$ cat src/pkg/osc_prog_pkg.sv
/*
  constants for the oscillator frequency programming block: register
  offsets, field positions, decode masks, reset values and timing counts.
  assumes a 250 MHz system clock.
*/
package osc_prog_pkg;
  // =====================================================================
  // register offsets
  localparam logic [7:0] ctrl_word_low_addr = 8'h00;
  localparam logic [7:0] ctrl_word_high_addr = 8'h01;
  localparam logic [7:0] pull_range_select_addr = 8'h02;
  localparam logic [7:0] feedback_divider_high_addr = 8'h03;
  localparam logic [7:0] feedback_divider_low_addr = 8'h04;
  localparam logic [7:0] forward_divider_and_drive_high_addr = 8'h05;
  localparam logic [7:0] misc_and_drive_low_addr = 8'h06;

  // =====================================================================
  // field positions
  localparam int int_field_hi = 15;
  localparam int int_field_lo = 11;
  localparam int frac_top_hi = 10;
  localparam int fwd_field_hi = 15;
  localparam int fwd_field_lo = 3;
  localparam int drive_part_hi = 2;
  localparam int ctrl_high_hi = 9;
  localparam int pull_range_hi = 3;

  // =====================================================================
  // decode masks and reset values
  localparam logic [4:0] int_mask = 5'h0e;
  localparam logic [12:0] fwd_mask = 13'h001b;
  localparam logic [15:0] reg_reset = 16'h0000;
  localparam logic [3:0] factory_pull_range = 4'h6;
  // largest pull word magnitude, full scale of the selected range
  localparam logic signed [25:0] pull_full_scale = 26'h1ffffff;

  // pull step per range code, tenths of a part per trillion
  localparam logic [15:0] pull_step_table [16] = '{
    16'h0032, 16'h0032, 16'h0032, 16'h0032, 16'h0032, 16'h0032,
    16'h0032, 16'h0032, 16'h0032, 16'h0064, 16'h008c, 16'h00d2,
    16'h0140, 16'h01d6, 16'h03ac, 16'h03ac};

  // =====================================================================
  // timing
  localparam int clk_period_ns = 4;
  localparam int disable_time_ns = 2300;
  localparam int disable_cycles = disable_time_ns / clk_period_ns;
  localparam int settle_time_ns = 421000;
  localparam int settle_cycles = settle_time_ns / clk_period_ns;
  localparam int lock_stable_cycles = 256;
  localparam int pull_rate_hz = 38000;
  localparam int pull_gap_cycles =
    (1000000000 + pull_rate_hz * clk_period_ns - 1) /
    (pull_rate_hz * clk_period_ns);
endpackage

$ cat src/rtl/relock_timer.sv
/*
  holds the output blanked after a divider change until the synthesizer
  reports lock for a stable interval, or the settle limit runs out.
  assumes pll_locked is synchronous to clk.
*/
`timescale 1ns/1ps
module relock_timer #(
  parameter int settle_limit = osc_prog_pkg::settle_cycles
) (
  input wire logic clk,
  input wire logic rst,
  input wire logic start,
  input wire logic pll_locked,
  output logic busy
);
  logic [16:0] settle_count;
  logic [8:0] stable_count;
  wire settle_done = settle_count == 17'(settle_limit - 1);
  wire stable_done = pll_locked &&
    stable_count == 9'(osc_prog_pkg::lock_stable_cycles - 1);

  // =====================================================================
  // blanking window
  always_ff @(posedge clk)
  begin
    if (rst)
    begin
      busy <= 1'b0;
      settle_count <= 17'h00000;
      stable_count <= 9'h000;
    end
    else if (start)
    begin
      busy <= 1'b1;
      settle_count <= 17'h00000;
      stable_count <= 9'h000;
    end
    else if (busy)
    begin
      settle_count <= settle_count + 17'h00001;
      stable_count <= pll_locked ? stable_count + 9'h001 : 9'h000;
      if (settle_done || stable_done)
        busy <= 1'b0;
    end
  end

  property p_settle_bound;
    @(posedge clk) disable iff (rst)
      busy |-> settle_count < 17'(settle_limit);
  endproperty
  a_settle_bound: assert property (p_settle_bound)
    else $error("blanking outlived settle limit");
endmodule // relock_timer

$ cat src/rtl/osc_prog_ctrl.sv
/*
  control registers of a programmable oscillator: staged divider and
  drive words applied together, output blanking while the synthesizer
  re-locks, and a signed pull word limited to the selected range.
  assumes a register port decoded from the serial slave, one access per
  strobe, synchronous to clk.
*/
// Functional notes
// - low feedback field is an unsigned 27-bit fraction of N.
// - integer part of N is stored field XOR 01110b.
// - forward divider is 13 bits, stored XOR 0000000011011b.
// - drive bits 5:3 in forward_divider_and_drive_high[2:0], bits 2:0 in 0x06[2:0].
// - feedback_divider_high holds integer and top fraction, feedback_divider_low low fraction, forward_divider_and_drive_high M.
// - writing forward_divider_and_drive_high blanks the output until lock, then re-enables.
// - blanking within 2.3 us, settling done within 421 us.
// - pull mode starts at nominal frequency and factory range.
// - pull range is a 4-bit field in pull_range_select[3:0].
// - control word is signed two's complement, full scale is range.
// - pulled frequency never leaves the selected range.
// - step 5 ppt up to 200 ppm, about 94 ppt at 3200 ppm.
// - output frequency is 94 MHz times N over M.
// - low word before high word; updates at most 38 kHz.
`timescale 1ns/1ps
module osc_prog_ctrl #(
  parameter int settle_limit = osc_prog_pkg::settle_cycles,
  parameter int pull_gap = osc_prog_pkg::pull_gap_cycles
) (
  input wire logic clk,
  input wire logic rst,
  input wire logic reg_write,
  input wire logic reg_read,
  input wire logic [7:0] reg_addr,
  input wire logic [15:0] reg_write_data,
  output logic [15:0] reg_read_data,
  input wire logic pll_locked,
  output logic [4:0] feedback_int,
  output logic [26:0] feedback_frac,
  output logic [12:0] forward_div,
  output logic [5:0] drive_setting,
  output logic synth_load,
  output logic clk_out_enable,
  output logic signed [25:0] pull_word,
  output logic [3:0] pull_range,
  output logic [15:0] pull_step,
  output logic pull_load
);
  // =====================================================================
  // register storage
  logic [15:0] ctrl_word_low;
  logic [15:0] ctrl_word_high;
  logic [15:0] pull_range_select;
  logic [15:0] feedback_divider_high;
  logic [15:0] feedback_divider_low;
  logic [15:0] forward_divider_and_drive_high;
  logic [15:0] misc_and_drive_low;
  logic pull_pending;
  logic [12:0] gap_count;
  logic relock_busy;

  function automatic logic signed [25:0] limit_pull(
    input logic signed [25:0] word);
    // the single code below negative full scale is pulled back inside
    if (word < -osc_prog_pkg::pull_full_scale)
      return -osc_prog_pkg::pull_full_scale;
    return word;
  endfunction

  // =====================================================================
  // decode
  wire wr_low = reg_write && reg_addr == osc_prog_pkg::ctrl_word_low_addr;
  wire wr_high = reg_write &&
    reg_addr == osc_prog_pkg::ctrl_word_high_addr;
  wire wr_range = reg_write &&
    reg_addr == osc_prog_pkg::pull_range_select_addr;
  wire wr_fb_high = reg_write &&
    reg_addr == osc_prog_pkg::feedback_divider_high_addr;
  wire wr_fb_low = reg_write &&
    reg_addr == osc_prog_pkg::feedback_divider_low_addr;
  wire wr_fwd = reg_write &&
    reg_addr == osc_prog_pkg::forward_divider_and_drive_high_addr;
  wire wr_misc = reg_write &&
    reg_addr == osc_prog_pkg::misc_and_drive_low_addr;
  wire gap_open = gap_count == 13'h0000;
  wire pull_fire = (wr_high || pull_pending) && gap_open;
  // staged word seen with the high part already written
  wire [15:0] next_high_word = wr_high ? reg_write_data : ctrl_word_high;
  wire signed [25:0] staged_pull = {
    next_high_word[osc_prog_pkg::ctrl_high_hi:0], ctrl_word_low};
  wire [4:0] stored_int = feedback_divider_high[
    osc_prog_pkg::int_field_hi:osc_prog_pkg::int_field_lo];
  wire [12:0] stored_fwd = reg_write_data[
    osc_prog_pkg::fwd_field_hi:osc_prog_pkg::fwd_field_lo];
  wire [2:0] drive_high_part =
    reg_write_data[osc_prog_pkg::drive_part_hi:0];
  wire [2:0] drive_low_part =
    misc_and_drive_low[osc_prog_pkg::drive_part_hi:0];

  // =====================================================================
  // register writes
  always_ff @(posedge clk)
  begin
    if (rst)
    begin
      ctrl_word_low <= osc_prog_pkg::reg_reset;
      ctrl_word_high <= osc_prog_pkg::reg_reset;
      pull_range_select <= {12'h000, osc_prog_pkg::factory_pull_range};
      feedback_divider_high <= osc_prog_pkg::reg_reset;
      feedback_divider_low <= osc_prog_pkg::reg_reset;
      forward_divider_and_drive_high <= osc_prog_pkg::reg_reset;
      misc_and_drive_low <= osc_prog_pkg::reg_reset;
    end
    else
    begin
      if (wr_low)
        ctrl_word_low <= reg_write_data;
      if (wr_high)
        ctrl_word_high <= reg_write_data;
      if (wr_range)
        pull_range_select <= reg_write_data;
      if (wr_fb_high)
        feedback_divider_high <= reg_write_data;
      if (wr_fb_low)
        feedback_divider_low <= reg_write_data;
      if (wr_fwd)
        forward_divider_and_drive_high <= reg_write_data;
      if (wr_misc)
        misc_and_drive_low <= reg_write_data;
    end
  end

  // =====================================================================
  // read back
  always_ff @(posedge clk)
  begin
    if (rst)
      reg_read_data <= 16'h0000;
    else if (reg_read)
    begin
      unique case (reg_addr)
        osc_prog_pkg::ctrl_word_low_addr:
          reg_read_data <= ctrl_word_low;
        osc_prog_pkg::ctrl_word_high_addr:
          reg_read_data <= ctrl_word_high;
        osc_prog_pkg::pull_range_select_addr:
          reg_read_data <= pull_range_select;
        osc_prog_pkg::feedback_divider_high_addr:
          reg_read_data <= feedback_divider_high;
        osc_prog_pkg::feedback_divider_low_addr:
          reg_read_data <= feedback_divider_low;
        osc_prog_pkg::forward_divider_and_drive_high_addr:
          reg_read_data <= forward_divider_and_drive_high;
        osc_prog_pkg::misc_and_drive_low_addr:
          reg_read_data <= misc_and_drive_low;
        default:
          reg_read_data <= 16'h0000;
      endcase
    end
  end

  // =====================================================================
  // synthesizer load, all staged values move together
  always_ff @(posedge clk)
  begin
    if (rst)
    begin
      feedback_int <= osc_prog_pkg::int_mask;
      feedback_frac <= 27'h0000000;
      forward_div <= osc_prog_pkg::fwd_mask;
      drive_setting <= 6'h00;
      synth_load <= 1'b0;
    end
    else
    begin
      synth_load <= wr_fwd;
      if (wr_fwd)
      begin
        feedback_int <= stored_int ^ osc_prog_pkg::int_mask;
        feedback_frac <= {feedback_divider_high[
          osc_prog_pkg::frac_top_hi:0], feedback_divider_low};
        forward_div <= stored_fwd ^ osc_prog_pkg::fwd_mask;
        drive_setting <= {drive_high_part, drive_low_part};
      end
    end
  end

  // =====================================================================
  // output blanking around a re-lock
  relock_timer #(
    .settle_limit(settle_limit)
  ) relock (
    .clk(clk),
    .rst(rst),
    .start(wr_fwd),
    .pll_locked(pll_locked),
    .busy(relock_busy)
  );

  always_ff @(posedge clk)
  begin
    if (rst)
      clk_out_enable <= 1'b1;
    else
      clk_out_enable <= !wr_fwd && !relock_busy;
  end

  // =====================================================================
  // pull word, applied whole and no faster than the update rate
  always_ff @(posedge clk)
  begin
    if (rst)
    begin
      pull_word <= 26'sh0000000;
      pull_range <= osc_prog_pkg::factory_pull_range;
      pull_step <= osc_prog_pkg::pull_step_table[
        osc_prog_pkg::factory_pull_range];
      pull_load <= 1'b0;
      pull_pending <= 1'b0;
      gap_count <= 13'h0000;
    end
    else
    begin
      pull_load <= pull_fire;
      if (pull_fire)
      begin
        pull_word <= limit_pull(staged_pull);
        gap_count <= 13'(pull_gap - 1);
        pull_pending <= 1'b0;
      end
      else
      begin
        if (!gap_open)
          gap_count <= gap_count - 13'h0001;
        if (wr_high)
          pull_pending <= 1'b1;
      end
      pull_range <= pull_range_select[
        osc_prog_pkg::pull_range_hi:0];
      pull_step <= osc_prog_pkg::pull_step_table[
        pull_range_select[osc_prog_pkg::pull_range_hi:0]];
    end
  end

  // =====================================================================
  // checks
  property p_load_on_fwd;
    @(posedge clk) disable iff (rst) wr_fwd |=> synth_load;
  endproperty
  a_load_on_fwd: assert property (p_load_on_fwd)
    else $error("forward_divider_and_drive_high write did not load the synthesizer");

  property p_blank_fast;
    @(posedge clk) disable iff (rst) wr_fwd |=> !clk_out_enable;
  endproperty
  a_blank_fast: assert property (p_blank_fast)
    else $error("output not blanked after divider change");

  property p_reenable;
    @(posedge clk) disable iff (rst)
      (!clk_out_enable && !relock_busy && !wr_fwd) |=> clk_out_enable;
  endproperty
  a_reenable: assert property (p_reenable)
    else $error("output stayed blanked after lock");

  property p_int_decode;
    @(posedge clk) disable iff (rst)
      wr_fwd |=> feedback_int == ($past(stored_int) ^ 5'h0e);
  endproperty
  a_int_decode: assert property (p_int_decode)
    else $error("feedback integer decode wrong");

  property p_fwd_decode;
    @(posedge clk) disable iff (rst)
      wr_fwd |=> forward_div == ($past(stored_fwd) ^ 13'h001b);
  endproperty
  a_fwd_decode: assert property (p_fwd_decode)
    else $error("forward divider decode wrong");

  property p_drive_split;
    @(posedge clk) disable iff (rst)
      wr_fwd |=> drive_setting ==
        {$past(reg_write_data[2:0]), $past(misc_and_drive_low[2:0])};
  endproperty
  a_drive_split: assert property (p_drive_split)
    else $error("drive setting assembled wrongly");

  property p_stable_without_load;
    @(posedge clk) disable iff (rst)
      !wr_fwd |=> $stable(forward_div) && $stable(feedback_frac);
  endproperty
  a_stable_without_load: assert property (p_stable_without_load)
    else $error("divider changed without a forward_divider_and_drive_high write");

  property p_pull_limited;
    @(posedge clk) disable iff (rst)
      pull_word >= -osc_prog_pkg::pull_full_scale;
  endproperty
  a_pull_limited: assert property (p_pull_limited)
    else $error("pull word beyond range");

  property p_pull_needs_high;
    @(posedge clk) disable iff (rst)
      pull_load |-> $past(wr_high) || $past(pull_pending);
  endproperty
  a_pull_needs_high: assert property (p_pull_needs_high)
    else $error("pull applied without high word");

  property p_pull_rate;
    @(posedge clk) disable iff (rst)
      pull_load |=> !pull_load [*2];
  endproperty
  a_pull_rate: assert property (p_pull_rate)
    else $error("pull updates too close together");
endmodule // osc_prog_ctrl

$ cat config.mk
export PLATFORM = sky130hd
export DESIGN_NAME = osc_prog_ctrl
export DESIGN_NICKNAME = d
export VERILOG_FILES = /design/src/pkg/osc_prog_pkg.sv /design/src/rtl/relock_timer.sv /design/src/rtl/osc_prog_ctrl.sv
export SDC_FILE = /design/constraint.sdc
export NUM_CORES = 1
export LEC_CHECK = 0
export ABC_AREA = 1
export BUFFER_PORTS_ARGS = -buffer_cell sky130_fd_sc_hd__buf_2
export CAP_MARGIN = 30
export CORE_MARGIN = 5
export CORE_UTILIZATION = 35
export DETAILED_ROUTE_END_ITERATION = 12
export HOLD_SLACK_MARGIN = 0.06
export PLACE_DENSITY_LB_ADDON = 0.05
export SYNTH_ARGS = -nofsm -noshare
export SYNTH_HDL_FRONTEND = slang
export SYNTH_SLANG_ARGS = --single-unit
export TNS_END_PERCENT = 50
$ cat constraint.sdc
create_clock -name clk -period 2.7 [get_ports clk]
set_input_delay 0.27 -clock clk [delete_from_list [all_inputs] [get_ports clk]]
set_output_delay 0.27 -clock clk [all_outputs]
set_load 0.02 [all_outputs]
# [Yosys cells after proc, flatten, opt, wreduce, memory -nomap -nowiden]
# Memory sizes are Yosys's and may differ from the RTL's. A register that Yosys moved wholly into a read port is not among the register bits.
# Index checks and enable logic that the tools add are counted.
[totals] regBits=253 romBits=256 in_bits=29 out_inout_bits=116 mem_count=1
[classes] add_sub_neg=3 magnitude_cmp=1 n_eq_ne=9 muxes=13 n_bitwise=3 n_reduce_logical=18
[mem_list] name="(name not given)" words=16 word_bits=16 read_ports=1 rd_ports_with_merged_regs=1 wr=0 line_no="osc_prog_ctrl.sv:238" rtl="pull_step <= osc_prog_pkg::pull_step_table["
[ops] cell="$pmux W16 S7" count=1
[ops] cell="$mux W26" count=2
[ops] cell="$lt A26 B26 Y1 const B" count=1
[ops] cell="$mux W13" count=2
[ops] cell="$eq A8 B3 Y1 const B" count=3
[ops] cell="$add A17 B1 Y17 const B" count=1
[ops] cell="$eq A17 B17 Y1 const B" count=1
[ops] cell="$eq A8 B2 Y1 const B" count=2
[ops] cell="$logic_not A13 Y1" count=1
[ops] cell="$sub A13 B1 Y13 const B" count=1
[ops] cell="$logic_and A1 B1 Y1" count=10
[ops] cell="$mux W10" count=1
[ops] cell="$add A9 B1 Y9 const B" count=1
[ops] cell="$eq A9 B8 Y1 const B" count=1
[ops] cell="$mux W9" count=1
[ops] cell="$eq A8 B1 Y1 const B" count=1
[ops] cell="$logic_not A8 Y1" count=1
[ops] cell="$mux W1" count=6
[ops] cell="$not A4 Y5" count=1
[ops] cell="$not A4 Y4" count=1
[ops] cell="$reduce_or A2 Y1" count=2
[ops] cell="$not A3 Y3" count=1
[ops] cell="$logic_not A1 Y1" count=2
[ops] cell="$logic_or A1 B1 Y1" count=2
[ops] cell="$ne A2 B1 Y1 const B" count=1

# [Logic depth before layout (Yosys ltp)]
[logic_depth] ltp_word=8 mapped_depth=16 ltp_nobuf=14

# [By module]
# From an unflattened synthesis, not the netlist that was laid out.
[hier_totals] hier_cells=1480 area_unflattened_um2=10706.5
[by_module_without_submodules] module="osc_prog_ctrl" n_inst=1 cells_each=1277 area_each_um2=9336.5 seq_area_each_um2=4444.3
[by_module_without_submodules] module="relock_timer" n_inst=1 cells_each=203 area_each_um2=1370.1 seq_area_each_um2=540.5

# [Least setup slack after synthesis]
# OpenSTA, ideal clock, no wires.
[synth_path] path_kind="in2reg" start="input port reg_addr[7]" end="register pull_word[10]" t_arrival_ns=2.113 required_ns=2.642 setup_slack_ns=0.529 path_stages=14 cell_sequence="nor2_1 nand2_1 inv_2 nand3_2 buf_2 o21ai_1 nor2_1 nand3_1 nand2_1 ha_1 inv_1 clkbuf_1 nand3_1 nand2_1"
[synth_via] elab_chain_cells=8 word_cells_on_any_way=10 classes_between="order compare (1); eq/ne (1); mux (5); reduce/logical (3)"
[synth_lines] element="start, declared" line_no="osc_prog_ctrl.sv:32" rtl="input wire logic [7:0] reg_addr,"
[synth_lines] element="$eq A8 B1 Y1 *" line_no="osc_prog_ctrl.sv:72" rtl="reg_addr == osc_prog_pkg::ctrl_word_high_addr;"
[synth_lines] element="$logic_and A1 B1 Y1 *" line_no="osc_prog_ctrl.sv:71" rtl="wire wr_high = reg_write &&"
[synth_lines] element="$mux W10"
[synth_lines] element="$lt A26 B26 Y1" line_no="osc_prog_ctrl.sv:63" rtl="if (word < -osc_prog_pkg::pull_full_scale)"
[synth_lines] element="$mux W1" line_no="osc_prog_ctrl.sv:63"
[synth_lines] element="$mux W1" line_no="osc_prog_ctrl.sv:223" rtl="if (pull_fire)"
[synth_lines] element="$mux W1" line_no="osc_prog_ctrl.sv:210" rtl="if (rst)"
[synth_lines] element="$mux W26" line_no="osc_prog_ctrl.sv:65" rtl="return word;"
[synth_lines] element="end signal, assigned" line_no="osc_prog_ctrl.sv:225" rtl="pull_word <= limit_pull(staged_pull);"
[synth_lines] element="end, declared" line_no="osc_prog_ctrl.sv:42" rtl="output logic signed [25:0] pull_word,"
# Every way passes the cells marked *; elsewhere a longest branch is shown, timed or not. The select of a mux whose other input is x is not followed.
# A chain may end at the register's enable or synchronous reset.

# [Worst setup path after layout]
[layout_path] start="register ctrl_word_low[13]" end="register pull_word[11]"
[layout_via] elab_chain_cells=5
[layout_lines] element="start, declared" line_no="osc_prog_ctrl.sv:49" rtl="logic [15:0] ctrl_word_low;"
[layout_lines] element="start signal, assigned" line_no="osc_prog_ctrl.sv:104" rtl="ctrl_word_low <= osc_prog_pkg::reg_reset;"
[layout_lines] element="start signal, assigned" line_no="osc_prog_ctrl.sv:115" rtl="ctrl_word_low <= reg_write_data;"
[layout_lines] element="$lt A26 B26 Y1" line_no="osc_prog_ctrl.sv:63"
[layout_lines] element="$mux W1" line_no="osc_prog_ctrl.sv:63"
[layout_lines] element="$mux W1" line_no="osc_prog_ctrl.sv:223"
[layout_lines] element="$mux W1" line_no="osc_prog_ctrl.sv:210"
[layout_lines] element="$mux W26" line_no="osc_prog_ctrl.sv:65"
# No other way between the ends. The select of a mux whose other input is x is not followed.

==> impl.org <==
** CTS
- Root Buffer Master :: clkbuf_16
- H-tree levels :: 1
- Clock tree synthesis inserted a total of 28 buffers.
- CTS tree :: yes
- For this design, the CTS-stage hold fixing added 10 buffers.
- After clock tree synthesis, the clock-pin slew on the worst setup and hold paths is 0.06 ns.
- Post-cts sizing count :: 0
- At the later pin of the worst-skew pair, clock insertion delay measures 0.54 ns.
- After clock tree synthesis, the setup repair step added 0 buffers.
- Deepest clock path buffer count :: 3
- Clock sink count :: 249

** STA
- Setup violations remaining at the end of the flow were counted as 0.
- Worst setup skew after layout :: 0.00725 ns
- Unrepaired setup endpoints after global routing :: no
- Setup ws final :: 0.525 ns
- Clock period minus worst slack :: 2.18 ns
- Final max-slew violation count :: 0
- The count of final hold-check violations came to 0.
- Setup Total Neg Slack :: 0 ns
- Upper clock frequency limit :: 460 MHz
- Final clock period utilization by the worst path :: 0.806
- Measured against its own limit, the worst slew margin works out to 0.505.
- Actual transition at the worst max-transition pin :: 0.741 ns

** Logic synthesis
- Dominant combinational cell family by area after synthesis :: simple AND/OR/NAND/NOR gates
- Portion of the post-synthesis area used by sequential elements :: 0.484
- Multiplexer area fraction after synthesis :: 0
- Average instance area after synthesis :: 7.58 um2
- The number of different library cells used by synthesis comes to 40.
- Share of synthesized registers carrying an async set or reset :: 0
- In the synthesized netlist the dominant register cell turns out to be dfxtp_1.
- Post-Synth XOR/XNOR Area :: 0.0110
- Counting flops with a built-in enable in the synthesized netlist gives 0.
- During synthesis, Yosys emitted a total of 0 warnings.
- Simple-gate share of the synthesized area :: 0.257
- Number of register bits inferred by synthesis :: 249
- The fraction of the mapped netlist area in compound gates is 0.147.
- Post-synthesis cell area :: 0.0103 mm2
- Synthesis produced a netlist whose cell count is 1359.
- Adder and majority gate portion of the synthesized area :: 0.0121

** Hold path
- Hold Crit Start :: reg_write_data[2]
- The worst hold path was traced through 3 stages.
- The min-delay analysis places its worst path in the category in2reg.
- Worst-case hold path end point :: misc_and_drive_low[2]

** Final layout
- Share of the core filled with cells :: 0.422
- The repair_antennas step left the layout with diodes totalling 0.
- Area growth, synth to finish :: 18.3%
- Leaving out filler cells and counting taps, the final layout contains 1868.
- The library cell used most frequently in the layout, excluding fill and tap cells, is nand2_1.
- Most used cells in the layout excluding fill and tap cells :: nand2_1 (293), dfxtp_1 (249), buf_2 (137), nor2_1 (134), nand3_1 (123)
- Count of nets after finishing :: 1508
- Fraction of layout instances using a drive strength above 1 :: 0.155

** Critical path
- In this design, the largest share of critical-path delay is due to simple AND/OR/NAND/NOR gates.
- Among the stages of the critical path, the cell type that occurs most often is nand2_1.
- CP Buf/Inv Count :: 2
- Capturing element type of the critical path :: flip-flop
- At the worst endpoint, the arrival time is 2.66 ns.
- Counting cells, the worst reg-to-reg path comes to 13.
- The setup check on the worst reg-to-reg path leaves a slack of 0.52 ns.
- CP peak stage delay :: 0.41 ns
- In this run the critical register-to-register path is captured at pull_word[11].
- The slowest stage of the critical path is the inv_1 cell.
- The critical path is of the reg2reg type.
- Data required time at the worst endpoint :: 3.18 ns
- In this run the critical register-to-register path is launched from ctrl_word_low[13].
- Highest fanout seen on the critical path :: 15
- Sort of element at the start of the critical path :: flip-flop
- Walking the worst path, the cells encountered are inv_1 -> nand2_1 -> nor2_1 -> nand2_1 -> nor2_1 -> nand3_1 -> nor2_1 -> nand3_1 -> nand2_1 -> ha_1 -> inv_1 -> nand3_1 -> nand2_1.

** Place
- Input and output buffers added on the ports amount to 137.
- Placement-stage worst setup slack :: 0.160 ns
- Detailed placement finished with a half-perimeter wire length of 21.9 mm.
- Once placement completed, the tool counted placed cells totaling 1813.
- At the end of routability-driven placement, the weighted congestion stood at 0.790.

** GRT
- Highest-utilization routing layer at the global route stage :: met2
- Met1 Track Usage GR :: 0.247
- For this run, global-route usage on met3 was measured as 0.0258.
- The first global-routing pass estimated 49.4 mm of wire.
- Total routing resource utilization after global routing :: 0.182
- Number of global-route vias before repair :: 8894
- The number of antenna violations at the first check in global routing was 0.
- Largest net degree at the start of global routing :: 87
- Summed over all layers, the global routing overflow is 0.
- Met2 track demand over resource in global routing :: 0.308

** Floorplanning
- Die area :: 0.0330 mm2
- In this run the standard cell core region covers 0.0289 mm2.
- For this design the top-level I/O count stands at 145.
- Measured along the y axis, the die boundary spans 182 um.
- The die is 182 um wide.
- The initial utilization of the core area, before any placement, comes to 0.357.
- The floorplan has 62 rows.

** Detailed routing
- For this run, design rule violations remaining after detail routing come to 0.
- In the routed layout, each cell is associated on average with a via count of 4.85.
- The detail route stage leaves a number of antenna-violating nets equal to 0.
- The routed design has 30.8 mm of wire.
- Detailed routing inserted a total of 9064 vias.
- The first TritonRoute pass finished after 5 iterations.
- Per-cell routed wire length :: 16.5 um
- The first routing iteration left 478 violations.

** Run status
- The run finished with clean final reports.

** Power
- For this design the ratio of total power to cell area is 702 mW/mm2.
- Across the VDD grid, the largest voltage drop is 0.432 mV.
- In this run the static leakage power is 5.50 nW.

** Run
- Max Cap Viol :: 0
[area by class of cell]
cell class | count | area, um2
multi-input combinational | 910 | 4430
timing repair buffer | 163 | 956
fill | 3117 | 16700
clock buffer | 37 | 786
inverter | 117 | 439
sequential | 249 | 4980
tap | 384 | 480
clock inverter | 8 | 115
[worst max-delay path by stage]
| stage | slack [ns] | depth (start not counted) | start | to |
|---|---|---|---|---|
| final | 0.52 | 13 | ctrl_word_low[13] | pull_word[11] |
| after global placement | 0.20 | 15 | reg_addr[2] | pull_word[13] |
| after CTS | 0.51 | 13 | ctrl_word_low[13] | pull_word[11] |
| after global routing | 0.32 | 13 | ctrl_word_low[13] | pull_word[3] |
| after floorplan | 0.53 | 14 | reg_addr[7] | pull_word[10] |
| after detailed placement | 0.16 | 13 | reg_addr[5] | pull_word[15] |
[cells in the mapped netlist, types with 8 or more instances]
master	n	area, um2
buf_4	21	158
a21oi_1	118	591
clkbuf_1	30	113
inv_1	106	398
nand3_1	123	616
ha_1	10	125
nor3_1	15	75.1
a211oi_1	16	120
o21ai_0	91	455
buf_2	34	170
nand4_1	8	50.1
nor2_1	134	503
xor2_1	11	96.3
nand2_1	293	1100
inv_2	11	41.3
a22o_1	27	236
o21ai_1	15	75.1
dfxtp_1	249	4980
[report_power, final]
group,switching (mW),total [mW],internal [mW]
Sequential,0.0785,3.85,3.77
Combinational,0.610,0.904,0.293
Clock,1.50,3.80,2.30
Total,2.19,8.55,6.36
[registers in the layout, indices dropped and copies added (netlist names), 3 cells and up]
signal and cells:
forward_div 4, ctrl_word_high 16, pull_step 8, relock.stable_count 9, pull_word 26, feedback_divider_high 16
reg_read_data 16, feedback_int 5, forward_divider_and_drive_high 16, pull_range_select 16, drive_setting 3, ctrl_word_low 16
feedback_divider_low 16, feedback_frac 27, relock.settle_count 17, misc_and_drive_low 16, gap_count 13, pull_range 4
[worst register-to-register path, cell delays in order (launching register included)]
cell and delay (ns):
dfxtp_1 0.31, inv_1 0.10, nand2_1 0.07, nor2_1 0.13, nand2_1 0.09, nor2_1 0.17
nand3_1 0.09, nor2_1 0.11, nand3_1 0.08, nand2_1 0.07, ha_1 0.27, inv_1 0.41
nand3_1 0.15, nand2_1 0.08
[layer usage]
layer | vias up | wire, um
li1 | 4655 | -
met1 | 4190 | 14500
met2 | 174 | 14400
met3 | 45 | 1160
met4 | 0 | 688
met5 | - | 0
[metrics by stage]
step,hold WS (ns),cell area [um2],power (mW)
5_1_grt,0.0738,12200,8.94
4_1_cts,0.0624,12200,8.66
6_report,0.0777,12200,8.55
3_3_place_gp,0.428,11200,4.83
3_5_place_dp,0.435,11200,4.83
2_1_floorplan,0.364,10300,4.60
[logic make-up (layout without fill, tap and decap cells)]
family          Yosys count  in the layout
compound gates          272            272
xor+xnor                 13             13
fa+ha+maj                10             10
buf+inv                 206            325
flops                   249            249
other cells               1              7
simple gates            608            608
Power figures use the tool's default switching activity.
